## src/tpbu_defines.vh

```
// Register offsets, field positions, reset values and codes of the timer unit.
`ifndef TPBU_DEFINES_VH
`define TPBU_DEFINES_VH
`define TPBU_OFS_CTL1 8'h00
`define TPBU_OFS_CTL2 8'h04
`define TPBU_OFS_UPPER 8'h08
`define TPBU_OFS_TLOW 8'h0c
`define TPBU_OFS_DUTY 8'h10
`define TPBU_OFS_PRE 8'h14
`define TPBU_OFS_IRQ2 8'h18
`define TPBU_OFS_TONE 8'h1c
`define TPBU_OFS_GIE 8'h20
`define TPBU_B_RUN 0
`define TPBU_B_RELOAD 1
`define TPBU_B_SHOT 2
`define TPBU_B_PWM_AL 6
`define TPBU_B_PWM_EN 7
`define TPBU_B_CS 5
`define TPBU_B_CE 4
`define TPBU_B_PSEN_N 3
`define TPBU_B_FLAG 4
`define TPBU_B_IE 0
`define TPBU_B_TONE_EN 7
`define TPBU_B_TONE_SRC 3
`define TPBU_B_GIE 0
`define TPBU_RST_CTL1 8'h00
`define TPBU_RST_CTL2 8'h08
`define TPBU_RST_CNT 10'h3ff
`define TPBU_FREE_RUN 10'h3ff
`define TPBU_RESP_OKAY 2'b00
`define TPBU_RESP_SLVERR 2'b10
`endif

```

## src/tpbu_timer.v

```verilog
// Timer, PWM and tone generator with an AXI4-Lite register slave.
`timescale 1ns/1ps
`include "tpbu_defines.vh"
module tpbu_timer (
  input wire clk,
  input wire arst_n,
  input wire [7:0] s_axi_awaddr,
  input wire s_axi_awvalid,
  output reg s_axi_awready,
  input wire [31:0] s_axi_wdata,
  input wire [3:0] s_axi_wstrb,
  input wire s_axi_wvalid,
  output reg s_axi_wready,
  output reg [1:0] s_axi_bresp,
  output reg s_axi_bvalid,
  input wire s_axi_bready,
  input wire [7:0] s_axi_araddr,
  input wire s_axi_arvalid,
  output reg s_axi_arready,
  output reg [31:0] s_axi_rdata,
  output reg [1:0] s_axi_rresp,
  output reg s_axi_rvalid,
  input wire s_axi_rready,
  input wire external_count_pin,
  output reg shared_output_pin_o,
  output reg shared_output_pin_oe_n,
  output reg irq_req
);

  // ----------------------------------------
  // Registers and state
  // ----------------------------------------
  reg [7:0] ctl1_r;
  reg [7:0] ctl2_r;
  reg [7:0] upper_r;
  reg [7:0] tlow_r;
  reg [7:0] duty_low_r;
  reg flag_r;
  reg ie_r;
  reg [7:0] tone_ctl_r;
  reg gie_r;
  reg [9:0] cnt_r;
  reg [9:0] duty_act_r;
  reg [9:0] pwm_pos_r;
  reg [7:0] pre_r;
  reg [7:0] tone_div_r;
  reg tone_r;
  reg ext_prev_r;
  reg [7:0] aw_addr_r;
  reg aw_got_r;
  reg [7:0] w_data_r;
  reg w_lane0_r;
  reg w_got_r;
  reg [31:0] rd_nxt;
  reg rd_err_nxt;

  wire wr_fire = aw_got_r & w_got_r & ~s_axi_bvalid;
  wire wr_map = (aw_addr_r[1:0] == 2'b00) && (aw_addr_r <= `TPBU_OFS_GIE);
  wire wr_en = wr_fire & wr_map & w_lane0_r;
  wire wr_ctl1 = wr_en && aw_addr_r == `TPBU_OFS_CTL1;
  wire wr_ctl2 = wr_en && aw_addr_r == `TPBU_OFS_CTL2;
  wire wr_upper = wr_en && aw_addr_r == `TPBU_OFS_UPPER;
  wire wr_tlow = wr_en && aw_addr_r == `TPBU_OFS_TLOW;
  wire wr_duty = wr_en && aw_addr_r == `TPBU_OFS_DUTY;
  wire wr_irq2 = wr_en && aw_addr_r == `TPBU_OFS_IRQ2;
  wire wr_tone = wr_en && aw_addr_r == `TPBU_OFS_TONE;
  wire wr_gie = wr_en && aw_addr_r == `TPBU_OFS_GIE;

  wire running = ctl1_r[`TPBU_B_RUN];
  wire [9:0] reload_buf = {upper_r[5:4], tlow_r};
  wire [9:0] duty_buf = {upper_r[1:0], duty_low_r};

  // ----------------------------------------
  // Clock source and prescaler
  // ----------------------------------------
  // edge choice
  wire ext_edge = ctl2_r[`TPBU_B_CE] ? (ext_prev_r & ~external_count_pin)
                                     : (~ext_prev_r & external_count_pin);
  wire src_tick = running & (ctl2_r[`TPBU_B_CS] ? ext_edge : 1'b1);
  // ratio mask, 1:2 at select 0 up to 1:256 at select 7
  wire [7:0] pre_mask = ~(8'hfe << ctl2_r[2:0]);
  wire pre_en = ~ctl2_r[`TPBU_B_PSEN_N];
  wire pre_tick = src_tick & ((pre_r & pre_mask) == pre_mask);
  wire tmr_tick = pre_en ? pre_tick : src_tick;
  wire underflow = tmr_tick & (cnt_r == 10'h000);

  // ----------------------------------------
  // Tone divider
  // ----------------------------------------
  // tone source
  wire tone_src = tone_ctl_r[`TPBU_B_TONE_SRC] ? underflow : tmr_tick;
  wire [7:0] tone_mask = ~(8'hff << tone_ctl_r[2:0]);
  wire tone_term = tone_src & ((tone_div_r & tone_mask) == tone_mask);

  // ----------------------------------------
  // PWM level
  // ----------------------------------------
  // active while the frame position is below the duty
  wire pwm_active = pwm_pos_r < duty_act_r;
  wire pwm_level = pwm_active ^ ctl1_r[`TPBU_B_PWM_AL];

  // ----------------------------------------
  // Software control registers
  // ----------------------------------------
  always @(posedge clk or negedge arst_n)
  begin
    if (!arst_n)
    begin
      ctl1_r <= `TPBU_RST_CTL1;
      ctl2_r <= `TPBU_RST_CTL2;
      upper_r <= 8'h00;
      tlow_r <= 8'h00;
      duty_low_r <= 8'h00;
      ie_r <= 1'b0;
      tone_ctl_r <= 8'h00;
      gie_r <= 1'b0;
    end
    else
    begin
      if (wr_ctl2)
        ctl2_r <= {2'b00, w_data_r[5:0]};
      if (wr_upper)
        upper_r <= {2'b00, w_data_r[5:4], 2'b00, w_data_r[1:0]};
      if (wr_tlow)
        tlow_r <= w_data_r;
      if (wr_duty)
        duty_low_r <= w_data_r;
      if (wr_tone)
        tone_ctl_r <= {w_data_r[7], 3'b000, w_data_r[3:0]};
      if (wr_gie)
        gie_r <= w_data_r[`TPBU_B_GIE];
      if (wr_irq2)
        ie_r <= w_data_r[`TPBU_B_IE];
      if (wr_ctl1)
        ctl1_r <= {w_data_r[7:6], 3'b000, w_data_r[2:0]};
      // single shot stops itself at underflow
      else if (underflow && ctl1_r[`TPBU_B_SHOT])
        ctl1_r <= {ctl1_r[7:1], 1'b0};
    end
  end

  // ----------------------------------------
  // Underflow flag and interrupt request
  // ----------------------------------------
  always @(posedge clk or negedge arst_n)
  begin
    if (!arst_n)
    begin
      flag_r <= 1'b0;
      irq_req <= 1'b0;
    end
    else
    begin
      // set on underflow, and the set beats a same-cycle clear
      if (underflow)
        flag_r <= 1'b1;
      // only a software zero clears it
      else if (wr_irq2 && !w_data_r[`TPBU_B_FLAG])
        flag_r <= 1'b0;
      irq_req <= flag_r & ie_r & gie_r;
    end
  end

  // ----------------------------------------
  // Prescaler and down counter
  // ----------------------------------------
  always @(posedge clk or negedge arst_n)
  begin
    if (!arst_n)
    begin
      ext_prev_r <= 1'b0;
      pre_r <= 8'h00;
      cnt_r <= `TPBU_RST_CNT;
    end
    else
    begin
      ext_prev_r <= external_count_pin;
      if (src_tick && pre_en)
        pre_r <= pre_r + 8'h01;
      // stopped timer loads at once on the low byte write
      if (wr_tlow && !running)
        cnt_r <= {upper_r[5:4], w_data_r};
      else if (underflow)
      begin
        if (ctl1_r[`TPBU_B_SHOT])
          cnt_r <= 10'h000;
        else if (ctl1_r[`TPBU_B_RELOAD])
          cnt_r <= reload_buf;
        else
          cnt_r <= `TPBU_FREE_RUN;
      end
      else if (tmr_tick)
        cnt_r <= cnt_r - 10'h001;
    end
  end

  // ----------------------------------------
  // PWM frame position
  // ----------------------------------------
  always @(posedge clk or negedge arst_n)
  begin
    if (!arst_n)
    begin
      duty_act_r <= 10'h000;
      pwm_pos_r <= 10'h000;
    end
    else
    begin
      if (underflow)
      begin
        // duty taken over at underflow only
        duty_act_r <= duty_buf;
        pwm_pos_r <= 10'h000;
      end
      else if (tmr_tick && pwm_pos_r != 10'h3ff)
        pwm_pos_r <= pwm_pos_r + 10'h001;
    end
  end

  // ----------------------------------------
  // Tone square wave
  // ----------------------------------------
  always @(posedge clk or negedge arst_n)
  begin
    if (!arst_n)
    begin
      tone_div_r <= 8'h00;
      tone_r <= 1'b0;
    end
    else
    begin
      if (tone_src)
        tone_div_r <= tone_div_r + 8'h01;
      if (tone_term)
        tone_r <= ~tone_r;
    end
  end

  // ----------------------------------------
  // Shared pin drive
  // ----------------------------------------
  // Level and enable share one register stage, so the pin never turns on with a stale level.
  always @(posedge clk or negedge arst_n)
  begin
    if (!arst_n)
    begin
      shared_output_pin_o <= 1'b0;
      shared_output_pin_oe_n <= 1'b1;
    end
    else
    begin
      if (ctl1_r[`TPBU_B_PWM_EN])
        shared_output_pin_o <= pwm_level;
      else if (tone_ctl_r[`TPBU_B_TONE_EN])
        shared_output_pin_o <= tone_r;
      else
        shared_output_pin_o <= 1'b0;
      shared_output_pin_oe_n <= ~(ctl1_r[`TPBU_B_PWM_EN] | tone_ctl_r[`TPBU_B_TONE_EN]);
    end
  end

  // ----------------------------------------
  // Read mux
  // ----------------------------------------
  always @*
  begin
    rd_nxt = 32'h0000_0000;
    rd_err_nxt = 1'b0;
    case (s_axi_araddr)
      `TPBU_OFS_CTL1: rd_nxt[7:0] = ctl1_r;
      `TPBU_OFS_CTL2: rd_nxt[7:0] = ctl2_r;
      `TPBU_OFS_UPPER: rd_nxt[7:0] = upper_r;
      `TPBU_OFS_TLOW: rd_nxt[9:0] = cnt_r;
      `TPBU_OFS_DUTY: rd_nxt[7:0] = duty_low_r;
      `TPBU_OFS_PRE: rd_nxt[7:0] = pre_r;
      `TPBU_OFS_IRQ2: rd_nxt[7:0] = {3'b000, flag_r, 3'b000, ie_r};
      `TPBU_OFS_TONE: rd_nxt[7:0] = tone_ctl_r;
      `TPBU_OFS_GIE: rd_nxt[0] = gie_r;
      default: rd_err_nxt = 1'b1;
    endcase
  end

  // ----------------------------------------
  // AXI4-Lite handshakes
  // ----------------------------------------
  // Address and data are caught separately so either may come first.
  always @(posedge clk or negedge arst_n)
  begin
    if (!arst_n)
    begin
      s_axi_awready <= 1'b0;
      s_axi_wready <= 1'b0;
      s_axi_arready <= 1'b0;
      s_axi_bvalid <= 1'b0;
      s_axi_bresp <= `TPBU_RESP_OKAY;
      s_axi_rvalid <= 1'b0;
      s_axi_rresp <= `TPBU_RESP_OKAY;
      s_axi_rdata <= 32'h0000_0000;
      aw_addr_r <= 8'h00;
      aw_got_r <= 1'b0;
      w_data_r <= 8'h00;
      w_lane0_r <= 1'b0;
      w_got_r <= 1'b0;
    end
    else
    begin
      s_axi_awready <= ~aw_got_r & ~(s_axi_awvalid & s_axi_awready);
      s_axi_wready <= ~w_got_r & ~(s_axi_wvalid & s_axi_wready);
      if (s_axi_awvalid && s_axi_awready)
      begin
        aw_addr_r <= s_axi_awaddr;
        aw_got_r <= 1'b1;
      end
      if (s_axi_wvalid && s_axi_wready)
      begin
        w_data_r <= s_axi_wdata[7:0];
        w_lane0_r <= s_axi_wstrb[0];
        w_got_r <= 1'b1;
      end
      if (wr_fire)
      begin
        s_axi_bvalid <= 1'b1;
        s_axi_bresp <= wr_map ? `TPBU_RESP_OKAY : `TPBU_RESP_SLVERR;
      end
      else if (s_axi_bvalid && s_axi_bready)
      begin
        s_axi_bvalid <= 1'b0;
        aw_got_r <= 1'b0;
        w_got_r <= 1'b0;
      end
      s_axi_arready <= ~s_axi_rvalid & ~(s_axi_arvalid & s_axi_arready);
      if (s_axi_arvalid && s_axi_arready)
      begin
        s_axi_rvalid <= 1'b1;
        s_axi_rdata <= rd_nxt;
        s_axi_rresp <= rd_err_nxt ? `TPBU_RESP_SLVERR : `TPBU_RESP_OKAY;
      end
      else if (s_axi_rvalid && s_axi_rready)
        s_axi_rvalid <= 1'b0;
    end
  end

endmodule // tpbu_timer

```

## config.mk

```make
export PLATFORM = sky130hd
export DESIGN_NAME = tpbu_timer
export DESIGN_NICKNAME = d
export VERILOG_FILES = /design/src/tpbu_timer.v
export VERILOG_INCLUDE_DIRS = /design/src /design/src/src
export SDC_FILE = /design/constraint.sdc
export NUM_CORES = 1
export LEC_CHECK = 0
export ABC_CLOCK_PERIOD_IN_PS = 2120
export BUFFER_PORTS_ARGS = -buffer_cell sky130_fd_sc_hd__buf_2
export CAP_MARGIN = 30
export CORE_AREA = 3 3 141 143
export DETAILED_ROUTE_END_ITERATION = 16
export DIE_AREA = 0 0 144 146
export PLACE_DENSITY_LB_ADDON = 0.2
export SLEW_MARGIN = 20
export SYNTH_ARGS = -nofsm -noshare
export SYNTH_HDL_FRONTEND = slang
export SYNTH_SLANG_ARGS = --single-unit
export TNS_END_PERCENT = 50
```

## constraint.sdc

```tcl
create_clock -name clk -period 2.12 [get_ports clk]
set_input_delay 0 -clock clk [delete_from_list [all_inputs] [get_ports clk]]
set_output_delay 0 -clock clk [all_outputs]
set_load 0.03 [all_outputs]
```

=== After elaboration in Yosys (flattened, before gate mapping) ===
Cells that the tools add are included.

* $add $sub $neg: 4
* $lt $le $gt $ge: 2
* Eq/ne operators: 18
* Shifts and indexed selects: 2
* Muxes and demuxes: 32
* Bitwise operators: 36
* Reductions and logical operators: 32

{| class="wikitable"
|+ Operators with widths
! kind !! count
|-
| 10-bit 2-to-1 mux || 7
|-
| 8-bit by 5-bit == test with 1-bit output, second input constant || 7
|-
| 7-bit one-hot mux with 8 select lines || 1
|-
| 8-bit by 4-bit == test with 1-bit output, second input constant || 4
|-
| 1-bit logical AND || 19
|-
| 1-bit 2-to-1 mux || 19
|-
| 1-bit AND || 18
|-
| 8-bit by 1-bit adder with 8-bit output, second input constant || 2
|-
| 8-bit AND || 2
|-
| 8-bit by 3-bit == test with 1-bit output, second input constant || 2
|-
| 8-bit by 6-bit == test with 1-bit output, second input constant || 2
|-
| 8-bit == test || 2
|-
| 8-bit logical NOT || 2
|-
| 8-bit inverter || 2
|-
| 8-bit by 3-bit << shifter with 8-bit output, first input constant || 2
|-
| 1-bit inverter || 12
|-
| 10-bit by 1-bit adder with 10-bit output, second input constant || 1
|-
| 10-bit logical NOT || 1
|-
| 10-bit < comparator || 1
|-
| 10-bit != test, second input constant || 1
|-
| 2-bit nonzero test || 5
|-
| 10-bit by 1-bit subtractor with 10-bit output, second input constant || 1
|-
| 1-bit one-hot mux with 9 select lines || 1
|-
| 9-bit OR reduction || 1
|-
| other kinds (8) || 11
|}

* Bits in registers: 131
* Input bits: 60
* Output and inout port bits: 44
* Logic and storage cells: 159

=== Logic depth before layout (Yosys ltp) ===
* Depth after elaboration: 11
* Depth in mapped cells: 10
* Gate-level depth less buffers: 8

=== Worst setup path before layout ===
No wires, ideal clock.

* Path type: flip-flop to flip-flop
* From: reg aw_addr_r[1]
* To: reg duty_low_r[0]
* Arrival: 2,078 ps
* Path slack: -83 ps
* Stages on the path, launching flop included: 6
* Period minus slack after synthesis: 2,203 ps
* Path through: dfrtp_1 nor4_1 nand2_1 or3_1 nor4_4 mux2_2

* Longest elaborated chain between the ends: 5
* Elaborated cells between the ends (all ways): 7
* Classes of those cells: 1 x order compare; 1 x eq/ne; 2 x bitwise; 3 x reduce/logical

{| class="wikitable"
|+ Ends and longest elaborated chain
! item !! RTL line !! RTL
|-
| start: declaration || tpbu_timer.v:49 || <nowiki>reg [7:0] aw_addr_r;</nowiki>
|-
| start signal: assignment || tpbu_timer.v:311 || <nowiki>aw_addr_r <= s_axi_awaddr;</nowiki>
|-
| 8-bit by 6-bit <= comparator with 1-bit output (no source line) or 2-bit logical NOT (tied branches) || - ||
|-
| 1-bit logical AND || tpbu_timer.v:58 || <nowiki>wire wr_map = (aw_addr_r[1:0] == 2'b00) && (aw_addr_r <= `TPBU_OFS_GIE);</nowiki>
|-
| 1-bit AND (2 in series) || tpbu_timer.v:59 || <nowiki>wire wr_en = wr_fire & wr_map & w_lane0_r;</nowiki>
|-
| 1-bit logical AND (no source line) (*) || - ||
|-
| end signal: assignment || tpbu_timer.v:127 || <nowiki>duty_low_r <= w_data_r;</nowiki>
|-
| end: declaration || tpbu_timer.v:37 || <nowiki>reg [7:0] duty_low_r;</nowiki>
|}

Every way passes the cells marked *; elsewhere a longest branch is shown, timed or not.
A chain may end at the register's enable or synchronous reset.

=== Final worst setup path ===
* From: reg ctl2_r[2]
* To: reg duty_act_r[7]

* Longest elaborated chain between the ends: 7

{| class="wikitable"
|+ Ends and longest elaborated chain
! item !! RTL line !! RTL
|-
| start: declaration || tpbu_timer.v:34 || <nowiki>reg [7:0] ctl2_r;</nowiki>
|-
| start signal: assignment || tpbu_timer.v:110 || <nowiki>ctl2_r <= `TPBU_RST_CTL2;</nowiki>
|-
| start signal: assignment || tpbu_timer.v:121 || <nowiki>ctl2_r <= {2'b00, w_data_r[5:0]};</nowiki>
|-
| 8-bit by 3-bit << shifter with 8-bit output (*) || tpbu_timer.v:81 || <nowiki>wire [7:0] pre_mask = ~(8'hfe << ctl2_r[2:0]);</nowiki>
|-
| 8-bit inverter (*) || tpbu_timer.v:81 ||
|-
| 8-bit AND || tpbu_timer.v:83 || <nowiki>wire pre_tick = src_tick & ((pre_r & pre_mask) == pre_mask);</nowiki>
|-
| 8-bit == test (*) || tpbu_timer.v:83 ||
|-
| 1-bit AND (*) || tpbu_timer.v:83 ||
|-
| 1-bit 2-to-1 mux (*) || tpbu_timer.v:84 || <nowiki>wire tmr_tick = pre_en ? pre_tick : src_tick;</nowiki>
|-
| 1-bit AND (*) || tpbu_timer.v:85 || <nowiki>wire underflow = tmr_tick & (cnt_r == 10'h000);</nowiki>
|-
| end signal: assignment || tpbu_timer.v:212 || <nowiki>duty_act_r <= duty_buf;</nowiki>
|-
| end: declaration || tpbu_timer.v:43 || <nowiki>reg [9:0] duty_act_r;</nowiki>
|}

Marks and branches as above.

==> results summary <==
In the layout the commonest cells are 110 x dfrtp_1, 63 x mux2_2, 55 x buf_4. STA puts the critical path data required time at 2410 ps. For the pin with the worst max-slew slack, the measured transition is 504.6 ps. The number of flops mapped to enable cells by yosys came out at 0. The design area is 8406 um2.

Of all nets on the critical path, the largest fanout is 6. The final total negative setup slack came out at -608.7 ps. The final max-slew violation count is 0. In this run, synthesis produced a sequential element count of 125. The number of global-route vias before repair was 5277. For this run, the leading register cell type out of synthesis is dfrtp_1. The antenna diode count is 0.

The total setup violations reported at the end of the flow came out at 7. CTS saw 125 sinks. The utilization of the core after routing came out at 0.4494.

The setup slack after layout is -133.3 ps. The total routed wirelength came out at 17960 um. The routed layout has 5232 vias. Of the cells placed in the final design, the portion with a size suffix greater than 1 is 0.3514. For this design the static power due to leakage is 3.768 nW.

Setup repair after global routing could not meet its margin everywhere. The clock period minus final worst setup slack is 2253 ps. The largest stage delay on the critical path came out at 630 ps.

The run finished, with violations left. The half-perimeter wire length after placement is 13070 um. The design draws 10.48 mW. After synthesis, the netlist uses 68 different library cells. After detailed placement, the total cell area comes to 7343 um2. The worst slew margin relative to its limit is 0.6636. The wire length of the first global-routing pass came out at 28750 um. Prior to clock tree synthesis, the placed netlist has a worst setup slack of -197.0 ps. The area growth from synthesis to layout is 28.82%. The initial antenna violation count was 0. The H-tree generated during clock tree synthesis spans 4 levels.

The area of the placeable core came out at 18710 um2. The final clock skew is 17.73 ps. The violation count after the first detailed-routing iteration is 247.

Summed over all layers, the global routing overflow is 0. The worst setup path is of the flip-flop to flip-flop kind. The number of iterations in the first detailed-routing pass is 5. The number of placed I/O pins came out at 104.

Counting flops with an async set or reset pin after synthesis yields a share of 1.000. The cell with the largest stage delay on the worst path is or4_4. The final routed wire length divided by cell count came out at 18.12 um. The kind of capture point of the worst setup path is a flip-flop.

The highest clock frequency the design can meet is 443.8 MHz. The TritonCTS buffer count came out at 17. IR analysis of the VDD net gives a maximum drop of 736.6 uV.

The number of buffers on the longest clock path is 2. The number of port buffers came out at 52. The die width is 144 um. CTS placed an instance of clkbuf_16 at the clock tree root. The number of buffer and inverter stages on the critical path came out at 0. The share of the Yosys chip area taken by registers is 0.4817. The post-route fraction of the period consumed by the critical path is 1.063.

After floorplanning, the core was divided into 50 placement rows. For the worst-skew pair, the clock arrives at the later sink with an insertion delay of 420 ps. The final reports fail on negative setup slack. The path class of the lowest-slack min-delay path is primary input to flip-flop. In the routed design, unresolved DRC markers number 0.

The net count reported at finish is 818. In this run the vertical extent of the chip is 146 um. The starting density of the core is 0.3488. The residual antenna-violating net count after detailed routing came out at 0. The number of violations of the max-capacitance limit came out at 0. The synthesized instance count came out at 605. The cell area after synthesis is 6525 um2. The final-report hold violation count is 0. STA classifies the critical path startpoint as a flip-flop.

The power per cell area came out at 1246 nW/um2. The number of vias per cell after detailed routing is 5.280. Walking the worst path, the cells encountered are nor3_2 > o21ai_1 > o21bai_1 > nand3b_1 > or4_4 > mux2_4. Grouping stages by cell kind, the critical path spends the most delay in simple AND/OR/NAND/NOR gates.

The total global-route track usage is 0.1751. The pin count of the biggest net entering global routing came out at 57. The die covers 21020 um2.

The average footprint of a synthesized cell is 10.79 um2. The clock-pin slew on the worst setup and hold paths is 60 ps. During synthesis, Yosys emitted a total of 0 warnings.

The final weighted congestion of routability-driven global placement came out at 0.8640. The commonest non-fill, non-tap cell in the layout is dfrtp_1. At the worst endpoint, the arrival time is 2540 ps.

TritonCTS built the clock tree.
==> where the power goes <==
part	internal (mW)	switching (mW)	leakage, nW
registers	3.08	0.760	1.58
logic	1.84	2.09	1.93
clock network	1.55	1.16	0.258
total	6.47	4.01	3.77
==> Yosys cell counts, types with 4 or more instances <==
cell	number	area [um2]
ha_1	14	175.2
mux2_2	66	743.2
dfrtp_1	113	2828
o41ai_1	4	35.03
a21o_1	6	45.04
nor2_1	33	123.9
and3_1	8	50.05
o21ai_0	48	240.2
or3_1	5	31.28
inv_1	23	86.33
a211oi_1	7	52.55
clkbuf_1	14	52.55
nor3_1	9	45.04
buf_2	4	20.02
xor2_1	7	61.31
nand3b_1	5	37.54
xnor2_1	11	96.34
buf_4	24	180.2
nand3_1	15	75.07
a31oi_1	8	50.05
nor2b_1	5	31.28
nand2_1	42	157.7
mux2i_1	11	110.1
nor4_1	5	31.28
or4_1	4	30.03
a221o_1	9	90.09
nand4_1	6	37.54
o31ai_1	4	30.03
dfstp_2	12	315.3
a21oi_1	26	130.1
==> per-stage QoR <==
step	cells	hold slack (ps)
CTS	987	48.33
detailed placement	923	-8.863
global placement	923	-20.31
global route	991	80.41
finish	991	61.78
floorplan	628	-295.6
==> layout make-up <==
| type | count | area, um2 |
|---|---|---|
| fill | 1751 | 10300 |
| clock inverter | 13 | 105.1 |
| inverter | 23 | 86.33 |
| sequential | 125 | 3147 |
| timing repair buffer | 144 | 1084 |
| clock buffer | 19 | 442.9 |
| multi-input combinational | 433 | 3248 |
| tap | 234 | 292.8 |
==> logic make-up (layout without fill, tap and decap cells) <==
logic type / after synthesis / in the layout / synth area share
adder cells (fa/ha/maj): 14 / 14 / 0.02685
AO/OA/AOI/OAI: 142 / 142 / 0.1419
other: 1 / 24 / 0.0005747
XOR/XNOR: 18 / 18 / 0.02416
buffers and inverters: 71 / 199 / 0.05906
flip-flops: 125 / 125 / 0.4817
AND/OR/NAND/NOR: 157 / 158 / 0.1350
multiplexers: 77 / 77 / 0.1308
==> worst paths after layout <==
check	startpoint	end	slack (ps)	cells after the start
setup / recovery	ctl2_r[2]	duty_act_r[7]	-130	6
hold / removal	s_axi_araddr[1]	s_axi_rresp[1]	60	4
setup reg to reg	ctl2_r[2]	duty_act_r[7]	-130	6
hold reg to reg	tone_div_r[6]	tone_div_r[6]	460	1
max in group asynchronous	arst_n	ctl2_r[3]	1280	3
min in group asynchronous	arst_n	pre_r[6]	70	2
==> what timing repair did <==
| action | 4_1_cts | 5_1_grt |
|---|---|---|
| gates cloned | 1 | 0 |
| endpoints found under the setup margin | 62 | 54 |
| setup buffers | 4 | 5 |
| pin swaps | 9 | 14 |
| endpoints found under the hold margin | 110 | 0 |
| hold buffers | 27 | 0 |
| resized for setup | 13 | 38 |
==> flip-flops by register name, indices dropped and copies added, names as in the netlist, 4 cells and up <==
name         cells
upper_r          4
ctl2_r           6
w_data_r         8
cnt_r           10
duty_act_r      10
pre_r            8
ctl1_r           5
s_axi_rdata     10
tone_div_r       7
tlow_r           8
aw_addr_r        8
pwm_pos_r       10
duty_low_r       8
tone_ctl_r       5
==> worst register-to-register path, delay by kind of cell (launching register included) <==
family / cells / cell delay [ps]
flip-flops: 1 / 440
multiplexers: 1 / 330
AND/OR/NAND/NOR: 3 / 1060
AO/OA/AOI/OAI: 2 / 290
==> per-layer routing <==
metal | up-vias | global-route usage | wire, um | part of all wire
met2 | 136 | 0.2803 | 8778 | 0.49
met1 | 2627 | 0.2311 | 7919 | 0.44
li1 | 2449 | - | - | -
met3 | 20 | 0.03812 | 792 | 0.044
met5 | - | 0 | 0 | 0
met4 | 0 | 0.06638 | 468 | 0.026
(Power assumes the default switching activity.)
